===== src/design/spgc_map.vh =====
`ifndef SPGC_MAP_VH
`define SPGC_MAP_VH
// Sleep mode codes
`define SPGC_SM_IDLE 3'h0
`define SPGC_SM_PDOWN 3'h2
`define SPGC_SM_PSAVE 3'h3
`define SPGC_SM_STBY 3'h6
`define SPGC_SM_XSTBY 3'h7
// Register byte addresses
`define SPGC_A_CTRL 4'h0
`define SPGC_A_PERIPH 4'h4
`define SPGC_A_CMD 4'h8
`define SPGC_A_STAT 4'hC
// CTRL fields
`define SPGC_CTRL_SM_LO 0
`define SPGC_CTRL_SM_HI 2
`define SPGC_CTRL_SCANDIS 7
// PERIPH fields
`define SPGC_P_ACDIS 0
`define SPGC_P_ACREF 1
`define SPGC_P_WDEN 2
`define SPGC_P_ASYNC 3
// CMD fields
`define SPGC_CMD_SLEEP 0
`define SPGC_CMD_WAKE 1
// STAT fields
`define SPGC_S_ASLEEP 0
`define SPGC_S_ACON 1
`define SPGC_S_REFON 2
`define SPGC_S_REFRDY 3
`define SPGC_S_BUFON 4
`define SPGC_S_MAINCLK 5
`define SPGC_S_IOCLK 6
`define SPGC_S_DBGON 7
`define SPGC_S_BODON 8
`define SPGC_S_WDON 9
`define SPGC_S_CPUCLK 10
`define SPGC_S_ASYCLK 11
// Reference start-up time in ns
`define SPGC_REF_START_NS 70000
`define SPGC_CLK_NS 5
// AXI responses
`define SPGC_RESP_OKAY 2'h0
`define SPGC_RESP_SLVERR 2'h2
`endif


===== src/design/spgc_top.v =====
// Summary of operation
// - Sleep codes: idle, power-down, save, standby, extended
// - Idle stops only CPU and flash clocks
// - Comparator off in all non-idle sleep modes
// - Comparator using reference keeps reference on
// - Fuse-enabled brown-out detector stays on always
// - Reference on when detector or comparator needs
// - Reference off when detector off and comparator disabled or not on reference
// - Reference kept on in sleep: valid immediately
// - Enabled watchdog keeps running in sleep
// - Input buffers off when I/O clock halted
// - Wake-up pins keep input logic enabled
// - Debug enabled keeps main clock in sleep
// - Debug off by either fuse or disable bit
//
// Chosen here: the register addresses and register access over AXI4-Lite.
`timescale 1ns/10ps
`include "spgc_map.vh"
module spgc_top #(
   parameter NPINS = 35,
   parameter REF_START_CYCLES = (`SPGC_REF_START_NS + `SPGC_CLK_NS - 1) / `SPGC_CLK_NS
) (
   // Clock and reset
   input wire clock,
   input wire rstn,
   // Fuses, static pins
   input wire brownout_level_fuse,
   input wire debug_enable_fuse,
   input wire scan_port_enable_fuse,
   // Wake-up requirement per pin, from interrupt logic
   input wire [NPINS-1:0] wakePinMask,
   // External wake event, asynchronous
   input wire wakeEvent,
   // AXI4-Lite write address
   input wire [3:0] s_axi_awaddr,
   input wire s_axi_awvalid,
   output wire s_axi_awready,
   // AXI4-Lite write data
   input wire [31:0] s_axi_wdata,
   input wire [3:0] s_axi_wstrb,
   input wire s_axi_wvalid,
   output wire s_axi_wready,
   // AXI4-Lite write response
   output reg [1:0] s_axi_bresp,
   output reg s_axi_bvalid,
   input wire s_axi_bready,
   // AXI4-Lite read address
   input wire [3:0] s_axi_araddr,
   input wire s_axi_arvalid,
   output wire s_axi_arready,
   // AXI4-Lite read data
   output reg [31:0] s_axi_rdata,
   output reg [1:0] s_axi_rresp,
   output reg s_axi_rvalid,
   input wire s_axi_rready,
   // Gating outputs
   output reg cpuClkEn,
   output reg flashClkEn,
   output reg ioClkEn,
   output reg asyClkEn,
   output reg mainClkEn,
   output reg compEn,
   output reg refEn,
   output wire refReady,
   output reg bodEn,
   output reg wdogEn,
   output reg debugEn,
   output reg [NPINS-1:0] inBufEn
);
   // Reset release through two flip-flops
   reg rstMeta;
   reg rstSync;
   always @(posedge clock or negedge rstn) begin
      if (!rstn) begin
         rstMeta <= 1'b0;
         rstSync <= 1'b0;
      end else begin
         rstMeta <= 1'b1;
         rstSync <= rstMeta;
      end
   end

   wire wakeSync;
   spgc_sync #(.WIDTH(1)) uWakeSync (
      .clock(clock),
      .rstn(rstSync),
      .din(wakeEvent),
      .dout(wakeSync)
   );

   // Fuses settle long before use; four flops still guard their release
   wire [2:0] fuseSync;
   spgc_sync #(.WIDTH(3)) uFuseSync (
      .clock(clock),
      .rstn(rstSync),
      .din({brownout_level_fuse, debug_enable_fuse, scan_port_enable_fuse}),
      .dout(fuseSync)
   );
   wire bodFuse = fuseSync[2];
   wire dbgFuse = fuseSync[1];
   wire scanFuse = fuseSync[0];

   // Software registers
   reg [2:0] sleepModeSel;
   reg scanPortDisable;
   reg acDisable;
   reg acUseRef;
   reg wdogEnable;
   reg asyncTimer;
   // Values latched at sleep entry
   reg [2:0] sleepMode;
   reg latAcDisable;
   reg latAcUseRef;
   reg latWdog;
   reg latAsync;
   reg latBod;
   reg latDebug;

   localparam ST_RUN = 3'b001;
   localparam ST_SLEEP = 3'b010;
   localparam ST_RESUME = 3'b100;
   reg [2:0] state;
   reg [2:0] next_state;

   // Bus handshake: address and data taken together
   wire wrTake = s_axi_awvalid && s_axi_wvalid && !s_axi_bvalid;
   wire rdTake = s_axi_arvalid && !s_axi_rvalid;
   assign s_axi_awready = wrTake;
   assign s_axi_wready = wrTake;
   assign s_axi_arready = rdTake;

   wire [3:0] wa = {s_axi_awaddr[3:2], 2'h0};
   wire [3:0] ra = {s_axi_araddr[3:2], 2'h0};
   wire wrCtrl = wrTake && wa == `SPGC_A_CTRL && s_axi_wstrb[0];
   wire wrPer = wrTake && wa == `SPGC_A_PERIPH && s_axi_wstrb[0];
   wire wrCmd = wrTake && wa == `SPGC_A_CMD && s_axi_wstrb[0];
   wire sleepReq = wrCmd && s_axi_wdata[`SPGC_CMD_SLEEP] && state == ST_RUN;
   wire wakeReq = wakeSync || (wrCmd && s_axi_wdata[`SPGC_CMD_WAKE]);

   // Debug availability: every path may disable it
   wire debugAvail = dbgFuse && scanFuse && !scanPortDisable;

   always @(posedge clock or negedge rstSync) begin
      if (!rstSync) begin
         sleepModeSel <= `SPGC_SM_IDLE;
         scanPortDisable <= 1'b0;
         acDisable <= 1'b0;
         acUseRef <= 1'b0;
         wdogEnable <= 1'b0;
         asyncTimer <= 1'b0;
      end else begin
         if (wrCtrl) begin
            sleepModeSel <= s_axi_wdata[`SPGC_CTRL_SM_HI:`SPGC_CTRL_SM_LO];
            scanPortDisable <= s_axi_wdata[`SPGC_CTRL_SCANDIS];
         end
         if (wrPer) begin
            acDisable <= s_axi_wdata[`SPGC_P_ACDIS];
            acUseRef <= s_axi_wdata[`SPGC_P_ACREF];
            wdogEnable <= s_axi_wdata[`SPGC_P_WDEN];
            asyncTimer <= s_axi_wdata[`SPGC_P_ASYNC];
         end
      end
   end

   // Sleep sequencing
   always @* begin
      next_state = state;
      case (state)
         ST_RUN: begin
            if (sleepReq) begin
               next_state = ST_SLEEP;
            end
         end
         ST_SLEEP: begin
            if (wakeReq) begin
               next_state = ST_RESUME;
            end
         end
         ST_RESUME: begin
            next_state = ST_RUN;
         end
         default: begin
            next_state = ST_RUN;
         end
      endcase
   end

   always @(posedge clock or negedge rstSync) begin
      if (!rstSync) begin
         state <= ST_RUN;
         sleepMode <= `SPGC_SM_IDLE;
         latAcDisable <= 1'b0;
         latAcUseRef <= 1'b0;
         latWdog <= 1'b0;
         latAsync <= 1'b0;
         latBod <= 1'b0;
         latDebug <= 1'b0;
      end else begin
         state <= next_state;
         if (sleepReq) begin
            sleepMode <= sleepModeSel;
            latAcDisable <= acDisable;
            latAcUseRef <= acUseRef;
            latWdog <= wdogEnable;
            latAsync <= asyncTimer;
            latBod <= bodFuse;
            latDebug <= debugAvail;
         end
      end
   end

   // Mode decode; reserved codes fall to the default and act as power-down
   wire asleep = state == ST_SLEEP;
   wire isIdle = sleepMode == `SPGC_SM_IDLE;
   reg slpIoClk;
   reg slpAsy;
   reg slpMainMode;
   always @* begin
      slpIoClk = 1'b0;
      slpAsy = 1'b0;
      slpMainMode = 1'b0;
      case (sleepMode)
         `SPGC_SM_IDLE: begin
            slpIoClk = 1'b1;
            slpAsy = 1'b1;
            slpMainMode = 1'b1;
         end
         `SPGC_SM_PDOWN: begin
            // All generated clocks halted except the main clock under debug
            slpAsy = 1'b0;
         end
         `SPGC_SM_PSAVE: begin
            slpAsy = latAsync;
         end
         `SPGC_SM_STBY: begin
            // Oscillator kept for a fast wake
            slpMainMode = 1'b1;
         end
         `SPGC_SM_XSTBY: begin
            slpAsy = latAsync;
            slpMainMode = 1'b1;
         end
         default: begin
            slpAsy = 1'b0;
         end
      endcase
   end
   wire slpMain = slpMainMode || latDebug;
   wire slpComp = isIdle && !latAcDisable;
   wire runComp = !acDisable;
   wire compNow = asleep ? slpComp : runComp;
   wire acRefNow = asleep ? (latAcUseRef && !latAcDisable) : (acUseRef && !acDisable);
   wire bodNow = asleep ? latBod : bodFuse;
   wire refNow = bodNow || acRefNow;
   // Reference held through sleep counts as ready on wake
   reg refHeld;

   always @(posedge clock or negedge rstSync) begin
      if (!rstSync) begin
         cpuClkEn <= 1'b0;
         flashClkEn <= 1'b0;
         ioClkEn <= 1'b0;
         asyClkEn <= 1'b0;
         mainClkEn <= 1'b0;
         compEn <= 1'b0;
         refEn <= 1'b0;
         bodEn <= 1'b0;
         wdogEn <= 1'b0;
         debugEn <= 1'b0;
         inBufEn <= {NPINS{1'b0}};
         refHeld <= 1'b0;
      end else begin
         // CPU held off in resume until peripherals restored
         cpuClkEn <= state == ST_RUN;
         flashClkEn <= state == ST_RUN;
         ioClkEn <= asleep ? slpIoClk : 1'b1;
         asyClkEn <= asleep ? slpAsy : 1'b1;
         mainClkEn <= asleep ? slpMain : 1'b1;
         compEn <= compNow;
         refEn <= refNow;
         bodEn <= bodNow;
         wdogEn <= asleep ? latWdog : wdogEnable;
         debugEn <= debugAvail;
         if (asleep && !slpIoClk) begin
            inBufEn <= wakePinMask;
         end else begin
            inBufEn <= {NPINS{1'b1}};
         end
         if (asleep) begin
            refHeld <= refNow;
         end else if (state == ST_RUN) begin
            refHeld <= 1'b0;
         end
      end
   end

   spgc_ref_timer #(.START_CYCLES(REF_START_CYCLES)) uRefTimer (
      .clock(clock),
      .rstn(rstSync),
      .refOn(refEn),
      .keepReady(refHeld),
      .refReady(refReady)
   );

   wire [31:0] statWord = {20'h00000, asyClkEn, cpuClkEn, wdogEn, bodEn, debugEn,
      ioClkEn, mainClkEn, inBufEn[0], refReady, refEn, compEn, asleep};

   // Write response
   always @(posedge clock or negedge rstSync) begin
      if (!rstSync) begin
         s_axi_bvalid <= 1'b0;
         s_axi_bresp <= `SPGC_RESP_OKAY;
      end else if (wrTake) begin
         s_axi_bvalid <= 1'b1;
         s_axi_bresp <= (wa == `SPGC_A_STAT) ? `SPGC_RESP_SLVERR : `SPGC_RESP_OKAY;
      end else if (s_axi_bready) begin
         s_axi_bvalid <= 1'b0;
      end
   end

   // Read data
   always @(posedge clock or negedge rstSync) begin
      if (!rstSync) begin
         s_axi_rvalid <= 1'b0;
         s_axi_rdata <= 32'h00000000;
         s_axi_rresp <= `SPGC_RESP_OKAY;
      end else if (rdTake) begin
         s_axi_rvalid <= 1'b1;
         s_axi_rresp <= `SPGC_RESP_OKAY;
         case (ra)
            `SPGC_A_CTRL: s_axi_rdata <= {24'h000000, scanPortDisable, 4'h0, sleepModeSel};
            `SPGC_A_PERIPH: s_axi_rdata <= {28'h0000000, asyncTimer, wdogEnable,
               acUseRef, acDisable};
            `SPGC_A_CMD: s_axi_rdata <= 32'h00000000;
            `SPGC_A_STAT: s_axi_rdata <= statWord;
            default: begin
               s_axi_rdata <= 32'h00000000;
               s_axi_rresp <= `SPGC_RESP_SLVERR;
            end
         endcase
      end else if (s_axi_rready) begin
         s_axi_rvalid <= 1'b0;
      end
   end
endmodule


===== src/design/spgc_sync.v =====
`timescale 1ns/10ps
`include "spgc_map.vh"
module spgc_sync #(
   parameter WIDTH = 1
) (
   // Clock and reset
   input wire clock,
   input wire rstn,
   // Raw input and filtered output
   input wire [WIDTH-1:0] din,
   output reg [WIDTH-1:0] dout
);
   reg [WIDTH-1:0] stage1;
   reg [WIDTH-1:0] stage2;
   reg [WIDTH-1:0] stage3;
   genvar i;
   generate
      for (i = 0; i < WIDTH; i = i + 1) begin : gBit
         always @(posedge clock or negedge rstn) begin
            if (!rstn) begin
               stage1[i] <= 1'b0;
               stage2[i] <= 1'b0;
               stage3[i] <= 1'b0;
               dout[i] <= 1'b0;
            end else begin
               stage1[i] <= din[i];
               stage2[i] <= stage1[i];
               stage3[i] <= stage2[i];
               // Change counts only when the last two stages agree
               if (stage2[i] == stage3[i]) begin
                  dout[i] <= stage3[i];
               end
            end
         end
      end
   endgenerate
endmodule


===== src/design/spgc_ref_timer.v =====
`timescale 1ns/10ps
`include "spgc_map.vh"
module spgc_ref_timer #(
   parameter START_CYCLES = 14000
) (
   // Clock and reset
   input wire clock,
   input wire rstn,
   // Reference enable and its ready flag
   input wire refOn,
   input wire keepReady,
   output reg refReady
);
   localparam CW = 24;
   reg [CW-1:0] count;
   always @(posedge clock or negedge rstn) begin
      if (!rstn) begin
         count <= {CW{1'b0}};
         refReady <= 1'b0;
      end else if (!refOn) begin
         count <= {CW{1'b0}};
         refReady <= 1'b0;
      end else if (keepReady) begin
         refReady <= 1'b1;
      end else if (!refReady) begin
         // Output unusable until start-up elapses
         if (count >= START_CYCLES[CW-1:0] - 24'h000001) begin
            refReady <= 1'b1;
         end else begin
            count <= count + 24'h000001;
         end
      end
   end
endmodule


===== config.mk =====
export PLATFORM = sky130hd
export DESIGN_NAME = spgc_top
export DESIGN_NICKNAME = d
export VERILOG_FILES = /design/src/design/spgc_top.v /design/src/design/spgc_sync.v /design/src/design/spgc_ref_timer.v
export VERILOG_INCLUDE_DIRS = /design/src /design/src/design
export SDC_FILE = /design/constraint.sdc
export NUM_CORES = 1
export LEC_CHECK = 0
export BUFFER_PORTS_ARGS = -buffer_cell sky130_fd_sc_hd__buf_2
export CORE_ASPECT_RATIO = 1.1
export CORE_MARGIN = 5
export CORE_UTILIZATION = 24
export CTS_BUF_LIST = sky130_fd_sc_hd__clkbuf_4
export CTS_CLUSTER_DIAMETER = 30
export DETAILED_ROUTE_END_ITERATION = 8
export GPL_ROUTABILITY_DRIVEN = 1
export GPL_TIMING_DRIVEN = 1
export PLACE_DENSITY = 0.45
export SKIP_LAST_GASP = 1
export SLEW_MARGIN = 10
export SYNTH_ARGS = -nofsm -noshare
export SYNTH_HDL_FRONTEND = slang
export SYNTH_SLANG_ARGS = --single-unit

===== constraint.sdc =====
create_clock -name clock -period 3.7 [get_ports clock]
set_clock_uncertainty 0.05 [all_clocks]
set_input_delay 0.925 -clock clock [delete_from_list [all_inputs] [get_ports clock]]
set_output_delay 0.925 -clock clock [all_outputs]
set_load 0.005 [all_outputs]

Yosys cells after proc, flatten, opt, wreduce, memory -nomap -nowiden
Cells that the tools add are included.

cells by class
  add/subtract/negate cells = 1
  $mul = 0
  div/mod/pow operators = 0
  order comparisons = 1
  equality and inequality tests = 20
  shift operators = 0
  mux-type cells = 31
  bitwise logic cells = 0
  reduce and logical (&&, ||, !) cells = 38

operators by type and width
  operator                                                                 number
  24-bit two-way mux                                                       4
  12-bit one-hot mux with 3 select lines                                   1
  35-bit two-way mux                                                       1
  24-bit by 1-bit adder with 24-bit output, second input constant          1
  24-bit by 14-bit >= comparator with 1-bit output, second input constant  1
  1-bit two-way mux                                                        19
  1-bit logical AND                                                        18
  2-bit != test, second input constant                                     5
  2-bit equality test, second input constant                               4
  4-bit zero test                                                          2
  3-bit by 2-bit equality test with 1-bit output, second input constant    2
  3-bit equality test, second input constant                               2
  1-bit zero test                                                          6
  3-bit two-way mux                                                        2
  3-bit one-hot mux with 2 select lines                                    1
  2-bit nonzero test                                                       3
  1-bit equality test                                                      4
  2-bit by 1-bit equality test with 1-bit output, second input constant    2
  2-bit two-way mux                                                        2
  4-bit OR reduction                                                       1
  3-bit by 1-bit equality test with 1-bit output, second input constant    1
  3-bit zero test                                                          1
  1-bit logical OR                                                         3
  3-bit AND reduction                                                      1
  4 further kinds                                                          4

storage, ports and cells
  register bits = 146
  latch bits = 0
  bits in writable memories = 0
  memory bits (read-only) = 0
  output and inout port bits = 87
  logic and storage cells = 141
  memories = 0

Logic depth before layout (Yosys ltp)
Gate-level depths: netlist (run 1).

  depth in word-level cells = 8
  depth in mapped cells = 5
  depth with buffers taken out = 5

By module
Synthesis (run 1) repeated with hierarchy kept, for this count alone.

unflattened totals
  cell total of the unflattened synthesis = 392
  area total of the unflattened synthesis = 5013.6 um^2

modules (own cells, without submodules)
  module                 times used  cells an instance  area each (um^2)  seq. area each (um^2)
  spgc_top               1           251                3264.4            2078.2
  spgc_ref_timer         1           121                1303.8            625.6
  spgc_sync (uFuseSync)  1           15                 334.1             300.3
  spgc_sync (uWakeSync)  1           5                  111.4             100.1

Worst setup path before layout (run 1)
No wires, ideal clock.

  kind = input to output
  start = input s_axi_awvalid
  end = output s_axi_wready
  arrival time = 1.226 ns
  required time = 2.725 ns
  setup slack = 1.499 ns
  stages on the path = 3
  path buffers = 1
  path through = nand3_1 inv_1 buf_4

between the ends
  longest elaborated chain between the ends = 2

RTL lines
  item                            line            text
  start, declared                 spgc_top.v:36   input wire s_axi_awvalid,
  1-bit logical AND (2 in a row)  spgc_top.v:126  wire wrTake = s_axi_awvalid && s_axi_wvalid && !s_axi_bvalid;
  end, declared                   spgc_top.v:42   output wire s_axi_wready,

Every way passes these cells.

Worst setup path after layout (run 1)
  start = input s_axi_arvalid
  end = output s_axi_arready

between the ends
  longest elaborated chain between the ends = 1

RTL lines
  item               line            text
  start, declared    spgc_top.v:49   input wire s_axi_arvalid,
  1-bit logical AND  spgc_top.v:127  wire rdTake = s_axi_arvalid && !s_axi_rvalid;
  end, declared      spgc_top.v:50   output wire s_axi_arready,

Every way passes these cells.

==> flow_metrics.tcl, run 1 <==
set metrics [dict create \
    antenna_found_initial 1 \
    p_sw_w 0.0007871 \
    cts.path.max_buffers 2 \
    p_leak_nw 2.594 \
    grt_pass1_wl_um 17600 \
    final_net_count 598 \
    htree_levels 4 \
    fillers 2057 \
    worstHoldPathType "primary input to async pin" \
    synth.avg_cell_area_um2 12.74 \
    worstPathMaxFanout 20 \
    power_frac_comb_pct 10.9 \
    final_common_cell "dfrtp_1" \
    syn_inst 381 \
    coreArea_um2 19860 \
    drive_above_1_share_pct 36.92 \
    netlist_area_um2 4852 \
    internal_power_w 0.001945 \
    grt_max_degree 123 \
    cts-resized-gates 0 \
    drc_errors 0 \
    seqCellArea_um2 3108 \
    setup.worst_path.end_class "output port" \
    hold_viol 0 \
    p_per_area_nw_per_um2 460.8 \
    worstPathArrival_ns 1.52 \
    root_buffer "clkbuf_4" \
    wirelength_um 10680 \
    clock_sink_count 124 \
    dp.final_hpwl_um 7564 \
    multi_input_area_um2 1548 \
    sw_frac_of_total_pct 28.81 \
    die_height_um 159.1 \
    syn_to_final_growth_pct 22.20 \
    final_cell_mix "dfrtp_1, buf_2, nand2b_1" \
    hold_buffers 0 \
    pwr-share-seq_pct 56.0 \
    max_cap_viol_count 0 \
    grt_use_total_pct 9.528 \
    ant_nets 0 \
    grt.overflow.total 0 \
    synth.yosys.seq_area_share_pct 63.98 \
    max_freq_ghz 0.4001 \
    peakVddDrop_mv 0.1869 \
    relSlewSlack_pct 32.80 \
    cts_made_buffers 17 \
    dr.pass1.iters 6 \
    io_pins 177 \
    ys_warn_count 0 \
    rsz0062_at_grt "no" \
    largest_reg_flops 35 \
    cts_tree "done" \
    timing.final.crit_share_pct 67.56 \
    start_util_pct 24.43 \
    fp.dieW_um 145.6 \
    vias_per_cell 4.107 \
    postPlaceCellArea_um2 5659 \
    final.setup.tns_ns 0 \
    postCtsSetupBuffers 0 \
    tightest_slew_ns 1.007 \
    timing.final.crit_period_ns 2.500 \
    wl_per_cell_um 13.82 \
    status "finished, final reports clean" \
    synth-seq-cells 124 \
    regMostFlops "inBufEn" \
    die_area_um2 23160 \
    std_cell_rows 54 \
    start_kind "primary input" \
    synth-async-reset-ratio_pct 100.0 \
    clock_latency_ns 0.52 \
    ys_types 44 \
    crit_type "primary input to output port" \
    finalSetupViolCount 0 \
    synthFlopType "dfrtp_1" \
    drt_iter0_drc 155 \
    top_regs "inBufEn x35, uRefTimer.count x24, s_axi_rdata x12" \
    postLayoutCellArea_um2 5929 \
    path_clk_slew_ns 0.12 \
    slew_violations 0 \
    port-buffer-count 120 \
    grt_pass1_vias 3383 \
    synth_edf_count 0 \
    power.share.clock_pct 33.1 \
    vias 3175 \
    gp_congestion 0.7545 \
    cp.required_ns 2.72 \
]
-- critical path, cell delays in order --
cell and delay [ns]:
buf_2 0.09, nand2b_1 0.06, buf_4 0.24, inv_1 0.08, buf_2 0.13
-- per-layer routing --
| metal | share of wire, % | vias to the layer above | track usage [%] | wire, µm |
|---|---|---|---|---|
| li1 | - | 1500 | - | - |
| met1 | 43 | 1552 | 11.82 | 4597 |
| met2 | 46 | 112 | 14.37 | 4933 |
| met3 | 9.2 | 11 | 4.583 | 988 |
| met4 | 1.5 | 0 | 3.647 | 165 |
| met5 | 0 | - | 0 | 0 |
-- worst paths after layout --
kind | start | to | slack, ns | cells after the start
hold reg to reg | uFuseSync.stage1[2] | uFuseSync.stage2[2] | 0.31 | 0
min in group clock | uFuseSync.stage1[2] | uFuseSync.stage2[2] | 0.31 | 0
hold / removal | rstn | rstSync | 0.11 | 1
max in group asynchronous | rstSync | uRefTimer.count[19] | 2.71 | 1
setup reg to reg | uRefTimer.refReady | uRefTimer.count[5] | 1.48 | 4
setup / recovery | s_axi_arvalid | s_axi_arready | 1.20 | 5
-- area by class of cell --
| type | instances | share of cell area [%] |
|---|---|---|
| clock buffers | 17 | 2.152 |
| multi-input cells | 229 | 26.10 |
| well taps | 252 | 5.318 |
| flip-flops and latches | 124 | 52.42 |
| clock inverters | 15 | 2.363 |
| repair buffers | 125 | 10.97 |
| inverters | 10 | 0.6330 |
| diodes | 1 | 0.04220 |
-- cell families after synthesis --
| group | count (synthesis) | synth area share (%) |
|---|---|---|
| simple gates | 129 | 15.55 |
| mux | 36 | 8.020 |
| flops | 124 | 63.98 |
| fa+ha+maj | 5 | 1.083 |
| other cells | 2 | 0.1548 |
| buf+inv | 49 | 5.802 |
| compound gates | 36 | 5.415 |
-- metrics by stage --
step / setup WS (ns) / utilization [%] / hold WS, ns / instances / power, W
floorplan: 1.499 / - / 0.2811 / 402 / 0.001736
global placement: 1.194 / 28.49 / 0.2858 / 740 / 0.001856
detailed placement: 1.182 / 28.49 / 0.2862 / 740 / 0.001865
CTS: 1.179 / 29.84 / 0.03736 / 772 / 0.002792
global route: 1.106 / 29.85 / 0.02809 / 773 / 0.002912
finish: 1.200 / 29.85 / 0.1109 / 773 / 0.002732
-- Yosys cell counts (all sizes together) (4+ instances only) --
cell type,n,area (µm²)
mux2i,13,130.1
and2,11,68.82
clkbuf,13,48.80
dfrtp,123,3078
nand3,7,35.03
nor2b,5,31.28
a22o,7,61.31
a211oi,4,30.03
buf,26,195.2
nand2,34,127.6
o21ai,10,50.05
inv,10,37.53
nand2b,45,281.5
maj3,4,40.04
mux2,23,259.0
nor3b,4,35.03
nor4,8,77.57
-- power groups by stage --
stage,combinational (W),clock [W],sequential [W]
final,0.000298,0.000904,0.00153
after global routing,0.000341,0.00102,0.00155
after CTS,0.000307,0.000952,0.00153
after detailed placement,0.000306,0,0.00156
after global placement,0.000300,0,0.00156
after floorplan,0.000181,0,0.00155
(Power assumes the default switching activity.)
==> run 2: changes to the inputs <==
==> constraint.sdc (replaced) <==
create_clock -name clock -period 2.1 [get_ports clock]
set_clock_uncertainty 0.05 [all_clocks]
set_input_delay 0.525 -clock clock [delete_from_list [all_inputs] [get_ports clock]]
set_output_delay 0.525 -clock clock [all_outputs]
set_load 0.005 [all_outputs]
==> flow_metrics.tcl, run 2 (same netlist as run 1, synthesis figures left out) <==
set metrics [dict create \
    status "finished, final reports clean" \
    coreArea_um2 19860 \
    pwr-share-seq_pct 56.4 \
    final_cell_mix "dfrtp_1, buf_2, nand2b_1" \
    reg2reg_from "uRefTimer.count[0]" \
    drt_iter0_drc 103 \
    timing.final.crit_period_ns 1.909 \
    crit_type "register to register" \
    worstPathArrival_ns 2.31 \
    internal_power_w 0.003547 \
    timing.final.crit_share_pct 90.91 \
    grt_use_total_pct 9.822 \
    hold_end "s_axi_bvalid" \
    antenna_found_initial 2 \
    rsz0062_at_grt "no" \
    wirelength_um 10790 \
    power_frac_comb_pct 10.7 \
    path_clk_slew_ns 0.11 \
    grt_pass1_vias 3559 \
    grt_pass1_wl_um 18280 \
    die_height_um 159.1 \
    postPlaceCellArea_um2 5739 \
    hold_viol 0 \
    p_leak_nw 2.666 \
    regToRegEndpoint "uRefTimer.count[5]" \
    regMostFlops "inBufEn" \
    rr_worst_depth 5 \
    drive_above_1_share_pct 37.71 \
    top_regs "inBufEn x35, uRefTimer.count x24, s_axi_rdata x12" \
    start_kind "register" \
    vias 3248 \
    sw_frac_of_total_pct 26.59 \
    max_freq_ghz 0.5238 \
    vias_per_cell 4.127 \
    cts_tree "done" \
    largest_reg_flops 35 \
    std_cell_rows 54 \
    ant_nets 0 \
    fp.dieW_um 145.6 \
    dp.final_hpwl_um 7994 \
    worstHoldPathType "primary input to register" \
    root_buffer "clkbuf_4" \
    grt.overflow.total 0 \
    slew_violations 0 \
    cts.path.max_buffers 2 \
    p_sw_w 0.001285 \
    peakVddDrop_mv 0.4375 \
    final_common_cell "dfrtp_1" \
    crit_path_start "uRefTimer.count[0]" \
    cp.required_ns 2.50 \
    drc_errors 0 \
    holdPathStages 2 \
    dr.pass1.iters 6 \
    htree_levels 4 \
    clock_latency_ns 0.51 \
    wl_per_cell_um 13.70 \
    die_area_um2 23160 \
    io_pins 177 \
    p_per_area_nw_per_um2 796.8 \
    worstPathMaxFanout 7 \
    power.share.clock_pct 32.9 \
    max_cap_viol_count 0 \
    syn_to_final_growth_pct 24.96 \
    clock_sink_count 124 \
    hp-start "s_axi_bready" \
    port-buffer-count 120 \
    finalSetupViolCount 0 \
    postCtsSetupBuffers 0 \
    final.setup.tns_ns 0 \
    r2r_slack_ns 0.19 \
    postLayoutCellArea_um2 6063 \
    start_util_pct 24.43 \
    setup.worst_path.end_class "register" \
    final_net_count 612 \
    cts_made_buffers 17 \
    grt_max_degree 49 \
    gp_congestion 0.7184 \
]
==> run 2: cell type report <==
type / instances / area (µm²)
Antenna cell: 2 / 5.005
Clock buffer: 19 / 142.6
Clock inverter: 12 / 125.1
Fill cell: 2088 / 13800
Inverter: 10 / 37.54
Multi-Input combinational cell: 229 / 1548
Sequential cell: 124 / 3109
Tap cell: 252 / 315.3
Timing Repair Buffer: 139 / 780.7
==> run 2: timing repair <==
| item | CTS | global route |
|---|---|---|
| resized for setup | 0 | 1 |
| setup endpoints to repair | 0 | 1 |
| hold buffers | 5 | 0 |
| hold endpoints to repair | 6 | 0 |
==> run 2: power groups by stage <==
stage	Combinational, W	Clock, W	Sequential, W
after floorplan	0.000319	0	0.00274
after global placement	0.000511	0	0.00277
after detailed placement	0.000525	0	0.00278
after CTS	0.000534	0.00168	0.00273
after global routing	0.000595	0.00178	0.00276
final	0.000516	0.00159	0.00272
==> run 2: worst max path at each step <==
stage | cells after the start | endpoint | slack (ns)
finish | 5 | uRefTimer.count[5] | 0.19
global route | 4 | s_axi_wready | 0.03
CTS | 1 | refEn | 0.07
detailed placement | 5 | uRefTimer.count[5] | 0.23
global placement | 5 | uRefTimer.count[5] | 0.25
floorplan | 5 | uRefTimer.count[5] | 0.40
==> run 2: critical path, cell delays in order, from the launching register on <==
cell	delay (ns)
dfrtp_1	0.44
ha_1	0.25
nand4_1	0.10
nand3b_1	0.24
a2111oi_1	0.53
mux2i_1	0.24
==> run 2: routing by layer <==
layer,global-route usage [%],up-vias,share of wire (%)
met2,15.27,109,46
met3,5.266,14,9.8
met1,11.58,1592,42
met5,0,-,0.12
met4,3.435,2,1.5
li1,-,1531,-
==> run 2: per-stage QoR <==
step	utilization (%)	hold slack, ns	power, W	std cells	setup slack, ns
after floorplan	-	0.1794	0.003059	402	0.3976
final	30.52	0.1227	0.004831	787	0.1909
after global placement	28.89	0.2442	0.003281	749	0.2476
after CTS	30.49	0.04334	0.004941	785	0.06516
after global routing	30.52	0.05553	0.005139	787	0.03432
after detailed placement	28.89	0.2503	0.003302	749	0.2257
